<file path="src/logic/i2c_ctl_defs.vh">
// Register map, field positions and reset values of the channel control block
`ifndef I2C_CTL_DEFS_VH
`define I2C_CTL_DEFS_VH

// ----------------------------------------------------------------
// Channel count and register offsets
// ----------------------------------------------------------------
`define CH_NUM          3
`define OFS_CH0_CTRL    8'hc0
`define OFS_CH1_CTRL    8'hd0
`define OFS_CH2_CTRL    8'he0
`define OFS_CHAN_ON     8'hf0
`define OFS_STUCK       8'hf4

// ----------------------------------------------------------------
// Control register fields
// ----------------------------------------------------------------
`define BIT_HALT_SEQ    7
`define BIT_BEGIN       6
`define BIT_HALT_BYTE   5
`define BIT_EDGE_SEL    4
`define BIT_GATE_ON     3
`define BIT_LEN_CLR     2
`define BIT_TBL_CLR     1

// ----------------------------------------------------------------
// Stuck register fields and reset values
// ----------------------------------------------------------------
`define STUCK_SDA_LSB   0
`define STUCK_SCL_LSB   4
`define CTRL_RST        8'h00
`define CHAN_ON_RST     3'h0

// ----------------------------------------------------------------
// Bus encodings
// ----------------------------------------------------------------
`define HTRANS_NONSEQ_BIT 1
`define CH_NONE         2'h3

`endif

</file>
<file path="src/logic/trig_edge.v">
// Trigger pin synchroniser with selectable edge and gate
module trig_edge (
  hclk,
  hresetn,
  trig_pin,
  edge_sel,
  gate_on,
  trig_tick
);
  input  wire hclk;
  input  wire hresetn;
  input  wire trig_pin;
  input  wire edge_sel;
  input  wire gate_on;
  output reg  trig_tick;

  // ----------------------------------------------------------------
  // Two-stage sync, then edge history
  // ----------------------------------------------------------------
  reg meta_r;
  reg sync_r;
  reg prev_r;

  always @(posedge hclk or negedge hresetn) begin
    if (!hresetn) begin
      meta_r    <= 1'b0;
      sync_r    <= 1'b0;
      prev_r    <= 1'b0;
      trig_tick <= 1'b0;
    end else begin
      meta_r    <= trig_pin;
      sync_r    <= meta_r;
      prev_r    <= sync_r;
      // Falling when select is 1, rising when 0
      trig_tick <= gate_on & (edge_sel ? (prev_r & ~sync_r) : (~prev_r & sync_r));
    end
  end
endmodule

</file>
<file path="src/logic/bus_watch.v">
// Serial line monitor: sync, STOP detect, stuck-line levels
module bus_watch (
  hclk,
  hresetn,
  scl_pin,
  sda_pin,
  stop_seen,
  bus_free,
  sda_low,
  scl_low
);
  input  wire hclk;
  input  wire hresetn;
  input  wire scl_pin;
  input  wire sda_pin;
  output reg  stop_seen;
  output wire bus_free;
  output wire sda_low;
  output wire scl_low;

  // ----------------------------------------------------------------
  // Two-stage sync of both lines
  // ----------------------------------------------------------------
  reg scl_m_r;
  reg scl_s_r;
  reg sda_m_r;
  reg sda_s_r;
  reg sda_p_r;

  always @(posedge hclk or negedge hresetn) begin
    if (!hresetn) begin
      scl_m_r   <= 1'b1;
      scl_s_r   <= 1'b1;
      sda_m_r   <= 1'b1;
      sda_s_r   <= 1'b1;
      sda_p_r   <= 1'b1;
      stop_seen <= 1'b0;
    end else begin
      scl_m_r   <= scl_pin;
      scl_s_r   <= scl_m_r;
      sda_m_r   <= sda_pin;
      sda_s_r   <= sda_m_r;
      sda_p_r   <= sda_s_r;
      // STOP: data rises while clock high
      stop_seen <= scl_s_r & sda_s_r & ~sda_p_r;
    end
  end

  assign bus_free = scl_s_r & sda_s_r;
  assign sda_low  = ~sda_s_r;
  assign scl_low  = ~scl_s_r;
endmodule

</file>
<file path="src/logic/i2c_channel_control_reg.v">
// Per-channel control registers of the serial master, AHB-Lite slave
//
// Function
// - Begin bit clears when halt-after-byte is set and current byte is done.
// - No START is requested while begin bit is 0.
// - Halt-after-byte (bit 5) sends STOP right after the current byte.
// - A read under halt-after-byte gets NACK before the STOP.
// - After halt-after-byte, flush queued transactions and return to idle.
// - Halt-after-byte clears on STOP seen; writing 0 does nothing.
// - Edge select bit 4: 1 falling, 0 rising trigger edges.
// - Edge select and trigger gate are frozen while the channel is active.
// - Gate on (bit 3): each trigger after begin, while the channel is not active and no halt is pending, launches START and sequence.
// - Gate off: trigger input ignored.
// - Bit 2 write-1 clears length-list pointer; reads 0.
// - Bit 1 clears table pointers, loads data pointer; reads 0.
// - Trigger coinciding with begin being set is ignored.
// - Halt bits written while begin is 0 are ignored.
// - Halt-after-byte wins over halt-after-sequence.
// - Begin checks bus; if free, begin sets (with START only when gate is off), else stuck error event.
// - Halt-after-sequence (bit 7) stops after sequence, clears on STOP.
// - With gate off, begin clears at sequence end with count 1 or loop end above 1.
`include "i2c_ctl_defs.vh"

module i2c_channel_control_reg #(
  parameter FC_W = 8
) (
  hclk,
  hresetn,
  hsel,
  haddr,
  htrans,
  hwrite,
  hsize,
  hwdata,
  hready,
  hreadyout,
  hresp,
  hrdata,
  trig_pin,
  scl_pin,
  sda_pin,
  chan_active,
  read_busy,
  byte_done,
  seq_done,
  loop_done,
  loop_frame_count,
  start_req,
  stop_after_byte,
  nack_before_stop,
  stop_after_seq,
  flush_queue,
  length_pointer_clear,
  table_pointer_clear,
  data_ptr_load,
  bus_err_event,
  sda_stuck_error,
  scl_stuck_error
);
  input  wire                      hclk;
  input  wire                      hresetn;
  input  wire                      hsel;
  input  wire [31:0]               haddr;
  input  wire [1:0]                htrans;
  input  wire                      hwrite;
  input  wire [2:0]                hsize;
  input  wire [31:0]               hwdata;
  input  wire                      hready;
  output wire                      hreadyout;
  output wire                      hresp;
  output reg  [31:0]               hrdata;
  input  wire [`CH_NUM-1:0]        trig_pin;
  input  wire [`CH_NUM-1:0]        scl_pin;
  input  wire [`CH_NUM-1:0]        sda_pin;
  input  wire [`CH_NUM-1:0]        chan_active;
  input  wire [`CH_NUM-1:0]        read_busy;
  input  wire [`CH_NUM-1:0]        byte_done;
  input  wire [`CH_NUM-1:0]        seq_done;
  input  wire [`CH_NUM-1:0]        loop_done;
  input  wire [`CH_NUM*FC_W-1:0]   loop_frame_count;
  output reg  [`CH_NUM-1:0]        start_req;
  output wire [`CH_NUM-1:0]        stop_after_byte;
  output wire [`CH_NUM-1:0]        nack_before_stop;
  output wire [`CH_NUM-1:0]        stop_after_seq;
  output wire [`CH_NUM-1:0]        flush_queue;
  output reg  [`CH_NUM-1:0]        length_pointer_clear;
  output reg  [`CH_NUM-1:0]        table_pointer_clear;
  output reg  [`CH_NUM-1:0]        data_ptr_load;
  output reg  [`CH_NUM-1:0]        bus_err_event;
  output reg  [`CH_NUM-1:0]        sda_stuck_error;
  output reg  [`CH_NUM-1:0]        scl_stuck_error;

  // ----------------------------------------------------------------
  // Address decode
  // ----------------------------------------------------------------
  function [1:0] chan_decode;
    input [7:0] a;
    begin
      case (a)
        `OFS_CH0_CTRL: chan_decode = 2'h0;
        `OFS_CH1_CTRL: chan_decode = 2'h1;
        `OFS_CH2_CTRL: chan_decode = 2'h2;
        default:       chan_decode = `CH_NONE;
      endcase
    end
  endfunction

  // ----------------------------------------------------------------
  // Sticky flag update: set wins over clear
  // ----------------------------------------------------------------
  function flag_next;
    input set;
    input hold;
    input clr;
    begin
      flag_next = set | (hold & ~clr);
    end
  endfunction

  // ----------------------------------------------------------------
  // Per-channel state
  // ----------------------------------------------------------------
  reg  [`CH_NUM-1:0] halt_seq_r;
  reg  [`CH_NUM-1:0] begin_r;
  reg  [`CH_NUM-1:0] halt_byte_r;
  reg  [`CH_NUM-1:0] edge_sel_r;
  reg  [`CH_NUM-1:0] gate_on_r;
  reg  [`CH_NUM-1:0] armed_r;
  reg  [`CH_NUM-1:0] channel_on_r;
  wire [`CH_NUM-1:0] trig_tick;
  wire [`CH_NUM-1:0] stop_seen;
  wire [`CH_NUM-1:0] bus_free;
  wire [`CH_NUM-1:0] sda_low;
  wire [`CH_NUM-1:0] scl_low;

  // ----------------------------------------------------------------
  // AHB-Lite slave: address phase capture
  // ----------------------------------------------------------------
  reg        wr_pend_r;
  reg        rd_pend_r;
  reg        rd_wait_r;
  reg  [7:0] addr_r;
  wire       addr_ok;
  wire [1:0] wr_ch;
  wire       wr_on;
  wire       wr_stuck;
  wire [7:0] wbyte;

  assign addr_ok   = hsel & htrans[`HTRANS_NONSEQ_BIT] & hready;
  assign hreadyout = ~rd_wait_r;
  assign hresp     = 1'b0;
  assign wbyte     = hwdata[7:0];
  assign wr_ch     = wr_pend_r ? chan_decode(addr_r) : `CH_NONE;
  assign wr_on     = wr_pend_r & (addr_r == `OFS_CHAN_ON);
  assign wr_stuck  = wr_pend_r & (addr_r == `OFS_STUCK);

  always @(posedge hclk or negedge hresetn) begin
    if (!hresetn) begin
      wr_pend_r <= 1'b0;
      rd_pend_r <= 1'b0;
      rd_wait_r <= 1'b0;
      addr_r    <= 8'h00;
    end else begin
      if (addr_ok) begin
        addr_r <= haddr[7:0];
      end
      wr_pend_r <= addr_ok & hwrite;
      rd_pend_r <= addr_ok & ~hwrite;
      // One wait cycle so read data comes from a flop after any write lands
      rd_wait_r <= addr_ok & ~hwrite;
    end
  end

  // ----------------------------------------------------------------
  // Read data
  // ----------------------------------------------------------------
  reg [7:0] rd_byte;
  reg [1:0] rd_ch;

  always @* begin
    rd_ch   = chan_decode(addr_r);
    rd_byte = 8'h00;
    if (rd_ch != `CH_NONE) begin
      // Pointer strobes and reserved bit read 0
      rd_byte = {halt_seq_r[rd_ch], begin_r[rd_ch], halt_byte_r[rd_ch],
                 edge_sel_r[rd_ch], gate_on_r[rd_ch], 3'h0};
    end else if (addr_r == `OFS_CHAN_ON) begin
      rd_byte = {5'h00, channel_on_r};
    end else if (addr_r == `OFS_STUCK) begin
      rd_byte = {1'b0, scl_stuck_error, 1'b0, sda_stuck_error};
    end
  end

  always @(posedge hclk or negedge hresetn) begin
    if (!hresetn) begin
      hrdata <= 32'h00000000;
    end else if (rd_pend_r && rd_wait_r) begin
      hrdata <= {24'h000000, rd_byte};
    end
  end

  // ----------------------------------------------------------------
  // Channel enable register
  // ----------------------------------------------------------------
  always @(posedge hclk or negedge hresetn) begin
    if (!hresetn) begin
      channel_on_r <= `CHAN_ON_RST;
    end else if (wr_on) begin
      channel_on_r <= wbyte[`CH_NUM-1:0];
    end
  end

  // ----------------------------------------------------------------
  // Channel control logic
  // ----------------------------------------------------------------
  genvar i;
  generate
    for (i = 0; i < `CH_NUM; i = i + 1) begin : g_ch
      wire            wr;
      wire            try_begin;
      wire            set_begin;
      wire            clr_begin;
      wire            set_halt_byte;
      wire            set_halt_seq;
      wire            clr_sda;
      wire            clr_scl;
      wire [FC_W-1:0] fc;
      wire            fc_one;
      wire            fc_many;
      wire            count_mode;

      assign wr        = (wr_ch == i);
      assign fc        = loop_frame_count[i*FC_W +: FC_W];
      assign fc_one    = (fc == {{(FC_W-1){1'b0}}, 1'b1});
      assign fc_many   = (fc > {{(FC_W-1){1'b0}}, 1'b1});
      // Frame count only matters with the trigger gate off
      assign count_mode = ~gate_on_r[i];
      // Begin accepted only from idle with channel enabled
      assign try_begin = wr & wbyte[`BIT_BEGIN] & channel_on_r[i] & ~begin_r[i] & ~chan_active[i];
      assign set_begin = try_begin & bus_free[i];
      assign clr_begin = (halt_byte_r[i] & byte_done[i])
                       | (count_mode & seq_done[i] & fc_one)
                       | (count_mode & loop_done[i] & fc_many)
                       | (halt_seq_r[i] & seq_done[i] & (~fc_one | ~count_mode));
      // Halt requests need a running begin; a write of 0 leaves them
      assign set_halt_byte = wr & wbyte[`BIT_HALT_BYTE] & begin_r[i];
      assign set_halt_seq  = wr & wbyte[`BIT_HALT_SEQ] & begin_r[i];
      assign clr_sda       = wr_stuck & wbyte[`STUCK_SDA_LSB + i];
      assign clr_scl       = wr_stuck & wbyte[`STUCK_SCL_LSB + i];

      // ------------------------------------------------------------
      // Control flags
      // ------------------------------------------------------------
      always @(posedge hclk or negedge hresetn) begin
        if (!hresetn) begin
          begin_r[i]     <= 1'b0;
          halt_byte_r[i] <= 1'b0;
          halt_seq_r[i]  <= 1'b0;
          edge_sel_r[i]  <= 1'b0;
          gate_on_r[i]   <= 1'b0;
          armed_r[i]     <= 1'b0;
        end else begin
          begin_r[i]     <= flag_next(set_begin, begin_r[i], clr_begin);
          halt_byte_r[i] <= flag_next(set_halt_byte, halt_byte_r[i], stop_seen[i]);
          halt_seq_r[i]  <= flag_next(set_halt_seq, halt_seq_r[i], stop_seen[i]);
          if (wr && !chan_active[i]) begin
            edge_sel_r[i] <= wbyte[`BIT_EDGE_SEL];
            gate_on_r[i]  <= wbyte[`BIT_GATE_ON];
          end
          // Armed one cycle after begin, so a coincident trigger is dropped
          armed_r[i] <= begin_r[i] & ~clr_begin;
        end
      end

      // ------------------------------------------------------------
      // Sequencer strobes
      // ------------------------------------------------------------
      always @(posedge hclk or negedge hresetn) begin
        if (!hresetn) begin
          start_req[i]            <= 1'b0;
          length_pointer_clear[i] <= 1'b0;
          table_pointer_clear[i]  <= 1'b0;
          data_ptr_load[i]        <= 1'b0;
        end else begin
          if (gate_on_r[i]) begin
            start_req[i] <= armed_r[i] & begin_r[i] & trig_tick[i] & ~chan_active[i]
                          & ~halt_byte_r[i] & ~halt_seq_r[i];
          end else begin
            start_req[i] <= set_begin;
          end
          length_pointer_clear[i] <= wr & wbyte[`BIT_LEN_CLR];
          table_pointer_clear[i]  <= wr & wbyte[`BIT_TBL_CLR];
          data_ptr_load[i]        <= wr & wbyte[`BIT_TBL_CLR];
        end
      end

      // ------------------------------------------------------------
      // Bus check and stuck flags
      // ------------------------------------------------------------
      always @(posedge hclk or negedge hresetn) begin
        if (!hresetn) begin
          bus_err_event[i]   <= 1'b0;
          sda_stuck_error[i] <= 1'b0;
          scl_stuck_error[i] <= 1'b0;
        end else begin
          bus_err_event[i]   <= try_begin & ~bus_free[i];
          // Stuck flags: set wins over a write-1 clear
          sda_stuck_error[i] <= flag_next(try_begin & sda_low[i], sda_stuck_error[i], clr_sda);
          scl_stuck_error[i] <= flag_next(try_begin & scl_low[i], scl_stuck_error[i], clr_scl);
        end
      end

      // ------------------------------------------------------------
      // Sequencer requests
      // ------------------------------------------------------------
      assign stop_after_byte[i]  = halt_byte_r[i];
      assign nack_before_stop[i] = halt_byte_r[i] & read_busy[i];
      assign stop_after_seq[i]   = halt_seq_r[i] & ~halt_byte_r[i];
      assign flush_queue[i]      = halt_byte_r[i] | halt_seq_r[i];

      trig_edge u_trig (
        .hclk      (hclk),
        .hresetn   (hresetn),
        .trig_pin  (trig_pin[i]),
        .edge_sel  (edge_sel_r[i]),
        .gate_on   (gate_on_r[i]),
        .trig_tick (trig_tick[i])
      );

      bus_watch u_watch (
        .hclk      (hclk),
        .hresetn   (hresetn),
        .scl_pin   (scl_pin[i]),
        .sda_pin   (sda_pin[i]),
        .stop_seen (stop_seen[i]),
        .bus_free  (bus_free[i]),
        .sda_low   (sda_low[i]),
        .scl_low   (scl_low[i])
      );
    end
  endgenerate
endmodule

</file>
<file path="config.mk">
export PLATFORM = sky130hd
export DESIGN_NAME = i2c_channel_control_reg
export DESIGN_NICKNAME = d
export VERILOG_FILES = /design/src/logic/trig_edge.v /design/src/logic/bus_watch.v /design/src/logic/i2c_channel_control_reg.v
export VERILOG_INCLUDE_DIRS = /design/src /design/src/logic
export SDC_FILE = /design/constraint.sdc
export NUM_CORES = 1
export LEC_CHECK = 0
export BUFFER_PORTS_ARGS = -buffer_cell sky130_fd_sc_hd__buf_2
export CAP_MARGIN = 20
export CORE_UTILIZATION = 35
export CTS_BUF_LIST = sky130_fd_sc_hd__clkbuf_8
export DETAILED_ROUTE_END_ITERATION = 12
export GPL_TIMING_DRIVEN = 0
export SLEW_MARGIN = 20
export SYNTH_ARGS = -nofsm -noshare
export SYNTH_HDL_FRONTEND = slang
export SYNTH_SLANG_ARGS = --single-unit
</file>
<file path="constraint.sdc">
create_clock -name hclk -period 3.95 [get_ports hclk]
set_input_delay 1.185 -clock hclk [delete_from_list [all_inputs] [get_ports hclk]]
set_output_delay 1.185 -clock hclk [all_outputs]
set_load 0.02 [all_outputs]
</file>
Word level (Yosys, flattened, before mapping)
Cells that the tools add are included.
{"block": "classes", "n_eq_ne": 11, "mux": 21, "bitwise_logic": 206, "magnitude_cmp": 4, "n_reduce_logical": 7}
{"operator": "1-bit AND", "n": 126}
{"operator": "1-bit inverter", "n": 50}
{"operator": "8-bit equality test (second input constant)", "n": 5}
{"operator": "1-bit OR", "n": 30}
{"operator": "8-bit by 1-bit equality test with 1-bit output (second input constant)", "n": 3}
{"operator": "8-bit by 1-bit greater-than comparator with 1-bit output (second input constant)", "n": 3}
{"operator": "8-bit 2-to-1 mux", "n": 2}
{"operator": "1-bit 2-to-1 mux", "n": 11}
{"operator": "1-bit binary-select mux with 2-bit select", "n": 5}
{"operator": "7-bit 2-to-1 mux", "n": 1}
{"operator": "2-bit case mux with 3 select lines", "n": 1}
{"operator": "1-bit logical AND", "n": 3}
{"operator": "1-bit logical NOT", "n": 3}
{"operator": "2-bit by 3-bit < comparator with 1-bit output (second input constant)", "n": 1}
{"operator": "2-bit by 1-bit equality test with 1-bit output (second input constant)", "n": 1}
{"operator": "2-bit equality test (second input constant)", "n": 1}
{"operator": "2-bit logical NOT", "n": 1}
{"operator": "2-bit 2-to-1 mux", "n": 1}
{"operator": "2-bit != test (second input constant)", "n": 1}
{"block": "word_totals", "regBits": 87, "input_bits": 122, "word_cells": 320}

Logic depth before layout (Yosys ltp)
Gate-level depths: netlist (run 1).
{"block": "logic_depth", "ltp_word": 10, "depth_mapped": 5}

By module
Synthesis (run 1) repeated with hierarchy kept, for this count alone.
{"block": "hier_totals", "cells_unflattened": 313, "area_unflattened_um2": 3797.4}
{"mod": "i2c_channel_control_reg", "cells_each": 262, "n_inst": 1, "area_each_um2": 2885.3, "seq_area_each_um2": 1426.4}
{"mod": "bus_watch", "cells_each": 10, "n_inst": 3, "area_each_um2": 180.2, "seq_area_each_um2": 156.4}
{"mod": "trig_edge", "cells_each": 7, "n_inst": 3, "area_each_um2": 123.9, "seq_area_each_um2": 100.1}

Worst setup path after synthesis (run 1)
Ideal clock, no wire load.
{"block": "synth_path", "path_type": "input-to-output", "startpoint": "input port read_busy[0]", "endpoint": "output port nack_before_stop[0]", "stages": 1, "setup_slack_ns": 1.364, "path_buffers": 0, "arrival_time_ns": 1.401, "cell_sequence": "and2_1"}
{"block": "synth_between", "elab_chain_len": 1}
{"item": "from (decl)", "line_no": "i2c_channel_control_reg.v:76", "rtl": "input wire [`CH_NUM-1:0] read_busy;"}
{"item": "1-bit AND", "line_no": "i2c_channel_control_reg.v:317", "rtl": "assign nack_before_stop[i] = halt_byte_r[i] & read_busy[i];"}
{"item": "to (decl)", "line_no": "i2c_channel_control_reg.v:83", "rtl": "output wire [`CH_NUM-1:0] nack_before_stop;"}
Every way passes these cells.

Worst setup path in the final report (run 1)
Ends and elaborated chain as after synthesis.

==> metrics.yaml, run 1 <==
wirelength_mm: 8.51
first_global_vias: 2719
post-place-ws_ns: 1.20
fmax_mhz: 363
pwr-share-comb_pct: 10.3
period_share_pct: 69.7
ios: 189
avgSynthCellArea_um2: 12.3
path_buf_inv: 2
seqPwrFrac_pct: 52.6
cts_tree: "yes"
grt_max_degree: 52
drt-pass1-iter-count: 4
yosysSeqAreaShare_pct: 58.5
cp_max_fo: 1
hold_buffers: 0
power_switching_uw: 455
fill_cells: 1000
post_cts_resized: 0
synthesis.area_um2: 3750
slew_headroom_pct: 56.6
top_regs: "addr_r (8), hrdata (8)"
setup_viol: 0
internal-power_mw: 1.38
area_delta_synth_final_pct: 28.4
port_buffers: 111
yosysWarnings: 0
synth_top_flop_cell: "dfrtp_1"
syn_inst: 305
synth_top_area_share_pct: 48.0
synth.area.top_cells: "dfrtp_1 48%, dfstp_2 11%, buf_4 5.6%, mux2_2 3.3%, mux2_1 2.4%"
cts_max_path_buffers: 2
cp.arrival_ns: 1.57
initialDrtViolationCount: 107
swShare_pct: 24.9
fin_setup_tns_ns: 0
fin_crit_ns: 2.75
setup.worst_path.start_class: "input port"
synth_common_cells: "72 x dfrtp_1, 28 x buf_4, 16 x inv_1"
nets: 574
antenna_found_initial: 0
core.rowCount: 37
path_delay_family: "buffers and inverters"
via_per_inst: 4.60
layout-drive-gt1-share_pct: 44.2
hpwl_mm: 6.45
multi_input_area_um2: 1350
cts_buffers: 9
finClkSkew_ns: 0.00751
ys_ff_latch: 87
synth-simple-area-share_pct: 17.4
synth_edf_count: 0
hold_class: "reg2reg"
max-cap-violations: 0
grt_pass1_wl_mm: 13.9
htreeDepth: 3
cellLeakagePower_nw: 2.50
cpMostUsedCell: "buf_2"
synth_xor_area_share_pct: 0
reg2reg_from: "addr_r[0]$_DFFE_PN0P_"
slew_viol_final: 0
crit_path_end_kind: "primary output"
synth_compound_area_share_pct: 9.70
status: "finished, final reports clean"
initial_utilization_pct: 36.2
diodes: 0
grt_setup_unrepaired: "no"
crit_type: "in2out"
synth_most_common_cell: "dfrtp_1"
root_buffer: "clkbuf_8"
synth_adder_area_share_pct: 0
p_per_area_nw_per_um2: 380
startpoint: "read_busy[0]"
vdd_drop_max_v: 0.000233
cp.required_ns: 2.76
clkLatencyLatePin_ns: 0.36
hold_violations: 0
crit_chain: "buf_2 -> and2_1 -> buf_2"
drc: 0
tightest_slew_ns: 0.646
synth.area.mux_share_pct: 6.50
post_drt_wl_per_cell_um: 14.3
vias: 2729
place_congestion: 0.825
cts_sinks: 87
dieArea_um2: 11100
path_clk_slew_ns: 0.09
setup_slack_ns: 1.20
die_w_um: 106
yosysUniqueCellTypes: 50
grt_usage_pct: 16.5
globalRoute.totalOverflow: 0
cts_setup_buffers: 0
regArea_um2: 2200
synth_async_sr_flop_share_pct: 100
synth_top_family_by_area: "simple AND/OR/NAND/NOR gates"
final_antenna_net_count: 0
worst_hold_startpoint: "g_ch[0].u_trig.meta_r$_DFF_PN0_"
synth_largest_area_cell: "dfrtp_1"
fp.coreArea_um2: 10400
crit_path_max_incr_delay_ns: 0.15
slowest_stage: "buf_2"
die_y_um: 106
clockPowerShare_pct: 37.1
## placed cells by master, fill, tap and decap left out, types with 3 or more instances in the layout
master / count
nand4b_1: 3
clkbuf_8: 9
mux2i_1: 3
buf_2: 111
mux2_1: 8
nor2b_1: 7
o21ai_0: 12
or2_2: 3
o21ai_1: 14
dfrtp_1: 72
buf_4: 29
nor2_1: 14
inv_1: 16
a21oi_1: 3
nand3_1: 4
and2_1: 10
nor4_1: 3
a22oi_1: 5
and4_1: 5
a221o_1: 4
nor3_1: 5
nand2_1: 14
o21bai_1: 3
a32o_1: 4
nand4_1: 3
mux2_2: 11
a211o_1: 3
and3_1: 3
conb_1: 25
nand3b_1: 3
dfstp_2: 15
## per-layer routing
metal | wire length [um] | part of all wire (%) | global-route usage [%] | vias to the layer above
met2 | 3830 | 45 | 24.6 | 105
met1 | 3850 | 45 | 22.2 | 1274
li1 | - | - | - | 1332
met5 | 0 | 0 | 0 | -
met3 | 598 | 7.0 | 4.95 | 18
met4 | 234 | 2.8 | 7.14 | 0
## cell families (layout without fill, tap and decap cells)
logic type / count (synthesis) / after routing
mux: 22 / 22
buf+inv: 48 / 176
other cells: 1 / 25
compound gates: 54 / 54
simple gates: 93 / 93
flops: 87 / 87
## metrics by stage
| step | util, % | area (um^2) | power [mW] | std cells | hold WS [ns] |
|---|---|---|---|---|---|
| 2_1_floorplan | - | 3840 | 1.09 | 329 | 0.331 |
| 3_3_place_gp | 44.1 | 4570 | 1.16 | 576 | 0.333 |
| 3_5_place_dp | 44.4 | 4600 | 1.17 | 577 | 0.336 |
| 4_1_cts | 46.5 | 4820 | 1.85 | 593 | 0.359 |
| 5_1_grt | 46.5 | 4820 | 1.91 | 593 | 0.361 |
| 6_report | 46.5 | 4820 | 1.83 | 593 | 0.355 |
## worst register-to-register path: stages, from the launching register on
cell,delay [ns]
dfrtp_1,0.39
nand4bb_4,0.30
nor3_2,0.29
and4_1,0.35
mux2_1,0.34
## layout make-up
| cell class | instances | area share, % |
|---|---|---|
| plain buffers | 31 | 4.78 |
| clock buffers | 9 | 2.57 |
| clock inverters | 7 | 2.00 |
| inverters | 17 | 1.32 |
| multi-input cells | 194 | 28.1 |
| flip-flops and latches | 87 | 45.6 |
| well taps | 136 | 3.53 |
| repair buffers | 112 | 12.1 |
## power by group through the flow
stage	registers, mW	clock network (mW)	logic (mW)
3_3_place_gp	0.978	0	0.183
2_1_floorplan	0.972	0	0.114
4_1_cts	0.965	0.697	0.190
5_1_grt	0.971	0.732	0.208
6_report	0.964	0.679	0.189
3_5_place_dp	0.982	0	0.189
## worst paths after layout
kind | endpoint | slack [ns] | cells past startpoint
setup reg to reg | channel_on_r[2]$_DFFE_PN0P_ | 2.17 | 4
setup / recovery | nack_before_stop[0] | 1.20 | 3
hold reg to reg | g_ch[0].u_trig.sync_r$_DFF_PN0_ | 0.36 | 0
hold / removal | g_ch[0].u_trig.sync_r$_DFF_PN0_ | 0.36 | 0
min in group asynchronous | g_ch[0].u_trig.meta_r$_DFF_PN0_ | 0.78 | 1
max in group asynchronous | g_ch[1].u_watch.scl_m_r$_DFF_PN1_ | 2.51 | 2
(Power assumes the default switching activity.)
==> inputs of run 2 (changes only) <==
--- a/config.mk
+++ b/config.mk
@@ -6,12 +6,14 @@
 export SDC_FILE = /design/constraint.sdc
 export NUM_CORES = 1
 export LEC_CHECK = 0
+export ABC_AREA = 1
 export BUFFER_PORTS_ARGS = -buffer_cell sky130_fd_sc_hd__buf_2
 export CAP_MARGIN = 20
 export CORE_UTILIZATION = 35
 export CTS_BUF_LIST = sky130_fd_sc_hd__clkbuf_8
 export DETAILED_ROUTE_END_ITERATION = 12
 export GPL_TIMING_DRIVEN = 0
+export PLACE_DENSITY = 0.66
 export SLEW_MARGIN = 20
 export SYNTH_ARGS = -nofsm -noshare
 export SYNTH_HDL_FRONTEND = slang
==> constraint.sdc (replaced) <==
create_clock -name hclk -period 2.4 [get_ports hclk]
set_input_delay 0.72 -clock hclk [delete_from_list [all_inputs] [get_ports hclk]]
set_output_delay 0.72 -clock hclk [all_outputs]
set_load 0.02 [all_outputs]
==> run 2 against run 1 <==
Sequential share of layout area decreased by 1.6 points; die area increased by 4.7%; via count increased by 16%; first-iteration DRC count increased by 34%; critical path depth unchanged; worst hold slack got worse by 0.070 ns; clock skew decreased by 0.0031 ns; combinational power increased by 67%; register-to-register slack got worse by 1.4 ns; clock power increased by 62%; synthesized cell count increased by 42%; count of clock-buffer cells in the layout increased by 1; critical path type is now reg2out; largest cell class unchanged; largest power group unchanged; highest routed layer unchanged.
==> metrics.yaml, run 2 <==
worstReg2RegEnd: "halt_seq_r[0]$_DFF_PN0_"
vias: 3157  # +16%
power.total_mw: 2.98  # +62%
placed_area_um2: 4780  # +4.0%
synth-simple-area-share_pct: 25.8  # +8.5 points
clkLatencyLatePin_ns: 0.35  # about the same
die_w_um: 108  # +2.3%
top_regs: "addr_r (8), hrdata (8)"
initialDrtViolationCount: 143  # +34%
synth_largest_area_cell: "dfrtp_1"
avgSynthCellArea_um2: 9.11  # -26%
fp.coreArea_um2: 10900  # +5.0%
post_cts_resized: 0  # unchanged
cp_max_fo: 9  # +8
slew_viol_final: 0  # unchanged
hold_ws_ns: 0.286  # -0.0696 ns
final_common_cell: "buf_2"
cp.arrival_ns: 1.41  # -0.16 ns
cts_buffers: 9  # unchanged
synth_top_family_by_area: "simple AND/OR/NAND/NOR gates"
finalInstanceArea_um2: 5000  # +3.7%
cts_max_path_buffers: 2  # unchanged
synth_common_cells: "105 x nand2_1, 72 x dfrtp_1, 53 x inv_1"
max-cap-violations: 0  # unchanged
synth_top_area_share_pct: 45.8  # -2.2 points
area_delta_synth_final_pct: 27.1
globalRoute.totalOverflow: 0  # unchanged
grt_pass1_wl_mm: 14.3  # +2.2%
fmax_mhz: 469
path_clk_slew_ns: 0.08  # about the same
synthesis.area_um2: 3930  # +4.8%
cts_sinks: 87  # unchanged
synth.area.top_cells: "dfrtp_1 46%, dfstp_2 10%, nand2_1 10%, buf_4 5.3%, inv_1 5.1%"
initial_utilization_pct: 36.1  # -0.067 points
ys_ff_latch: 87  # unchanged
cts_setup_buffers: 0  # unchanged
grt_max_degree: 60  # +15%
cp.required_ns: 1.68  # -1.08 ns
setup.worst_path.start_class: "flip-flop"
hold_violations: 0  # unchanged
root_buffer: "clkbuf_8"
post_drt_wl_per_cell_um: 12.1  # -16%
final_cells: 724  # +22%
synth_top_flop_cell: "dfrtp_1"
diodes: 0  # unchanged
p_per_area_nw_per_um2: 595  # +57%
cts_tree: "yes"
grt_usage_pct: 16.1  # -0.35 points
antenna_found_initial: 0  # unchanged
hold_buffers: 0  # unchanged
htreeDepth: 3  # unchanged
crit_path_end_kind: "primary output"
vdd_drop_max_v: 0.000355  # +52%
cellLeakagePower_nw: 2.83  # +13%
synth_compound_area_share_pct: 5.85  # -3.8 points
fin_crit_ns: 2.13
drt-pass1-iter-count: 4  # unchanged
crit_type: "reg2out"
finClkSkew_ns: 0.00445  # -0.00305 ns
ios: 189  # unchanged
final_antenna_net_count: 0  # unchanged
reg2regPathDepth: 7  # +3
synth_most_common_cell: "nand2_1"
tightest_slew_ns: 0.522  # -0.123 ns
dieArea_um2: 11700  # +4.7%
placed_cells: 708  # +23%
setup_viol: 0  # unchanged
status: "finished, final reports clean"
period_share_pct: 88.9
yosysSeqAreaShare_pct: 55.8  # -2.7 points
layout-drive-gt1-share_pct: 34.4  # -9.8 points
first_global_vias: 2955  # +8.7%
slew_headroom_pct: 65.1  # +8.5 points
drc: 0  # unchanged
reg2reg_from: "addr_r[1]$_DFFE_PN0P_"
port_buffers: 111  # unchanged
synth_adder_area_share_pct: 0  # unchanged
hpwl_mm: 6.95  # +7.8%
synth.area.mux_share_pct: 0.859  # -5.6 points
synth_xor_area_share_pct: 0  # unchanged
rrSetupSlack_ns: 0.79  # -1.38 ns
yosysWarnings: 0  # unchanged
synth_edf_count: 0  # unchanged
wirelength_mm: 8.75  # +2.8%
grt_setup_unrepaired: "no"
via_per_inst: 4.36  # -5.2%
yosysUniqueCellTypes: 30  # -40%
place_congestion: 0.856  # +3.8%
mostFrequentLayoutCells: "111 x buf_2, 105 x nand2_1, 72 x dfrtp_1, 55 x inv_1, 43 x nor2_1"
nets: 701  # +22%
die_y_um: 108  # +2.3%
synth_async_sr_flop_share_pct: 100  # unchanged
core.rowCount: 38  # +2.7%
hold_class: "in2async"
syn_inst: 432  # +42%
run 2: changes by cell type after synthesis, sizes merged, moves of 8 or more:
cell / previous run / this run
and2: 10 / 0
inv: 17 / 57
mux2: 19 / 3
nand2: 14 / 111
nand3: 6 / 31
nor2: 14 / 54
o21ai: 26 / 18
run 2: how the worst max path moves through the flow:
stage	startpoint	end	cells past startpoint
detailed placement	read_busy[1]	nack_before_stop[1]	4
CTS	rd_wait_r$_DFF_PN0_	hreadyout	3
floorplan	read_busy[2]	nack_before_stop[2]	2
global route	rd_wait_r$_DFF_PN0_	hreadyout	3
global placement	hresetn	hrdata[2]$_DFFE_PN0P_	1
finish	rd_wait_r$_DFF_PN0_	hreadyout	3
run 2: layout make-up:
type,count,area [um^2]
well taps,140,175
clock buffers,10,138
repair buffers,112,586
plain buffers,30,219
inverters,59,235
clock inverters,6,77.6
flip-flops and latches,87,2200
multi-input cells,280,1370
fillers,1066,5890
run 2: power breakdown:
group / leakage (nW) / total (mW) / internal, mW / switching (mW)
Sequential: 1.10 / 1.56 / 1.53 / 0.0350
Clock: 0.119 / 1.10 / 0.604 / 0.492
Combinational: 1.61 / 0.316 / 0.120 / 0.196
run 2: cell families after synthesis:
kind of cell / after synthesis
compound gates: 41
buf+inv: 89
flops: 87
mux: 3
other cells: 1
simple gates: 211
run 2: layer usage:
metal | vias to the layer above | share of wire [%] | routed length, um | track usage (%)
li1 | 1596 | - | - | -
met1 | 1451 | 44 | 3840 | 20.6
met2 | 100 | 49 | 4280 | 26.7
met3 | 10 | 5.6 | 491 | 4.82
met4 | 0 | 1.5 | 127 | 4.01
met5 | - | 0 | 0 | 0
run 2: worst max-delay path, stage by stage (launching register included):
cell and delay, ns:
dfrtp_1 0.32, buf_2 0.20, clkinv_1 0.29, buf_2 0.26
run 2: metrics by stage:
| step | util, % | setup slack (ns) | TNS [ns] |
|---|---|---|---|
| 2_1_floorplan | - | 0.772 | 0 |
| 3_3_place_gp | 43.7 | -0.0767 | -5.15 |
| 3_5_place_dp | 43.9 | 0.628 | 0 |
| 4_1_cts | 45.9 | 0.250 | 0 |
| 5_1_grt | 45.9 | 0.119 | 0 |
| 6_report | 45.9 | 0.266 | 0 |
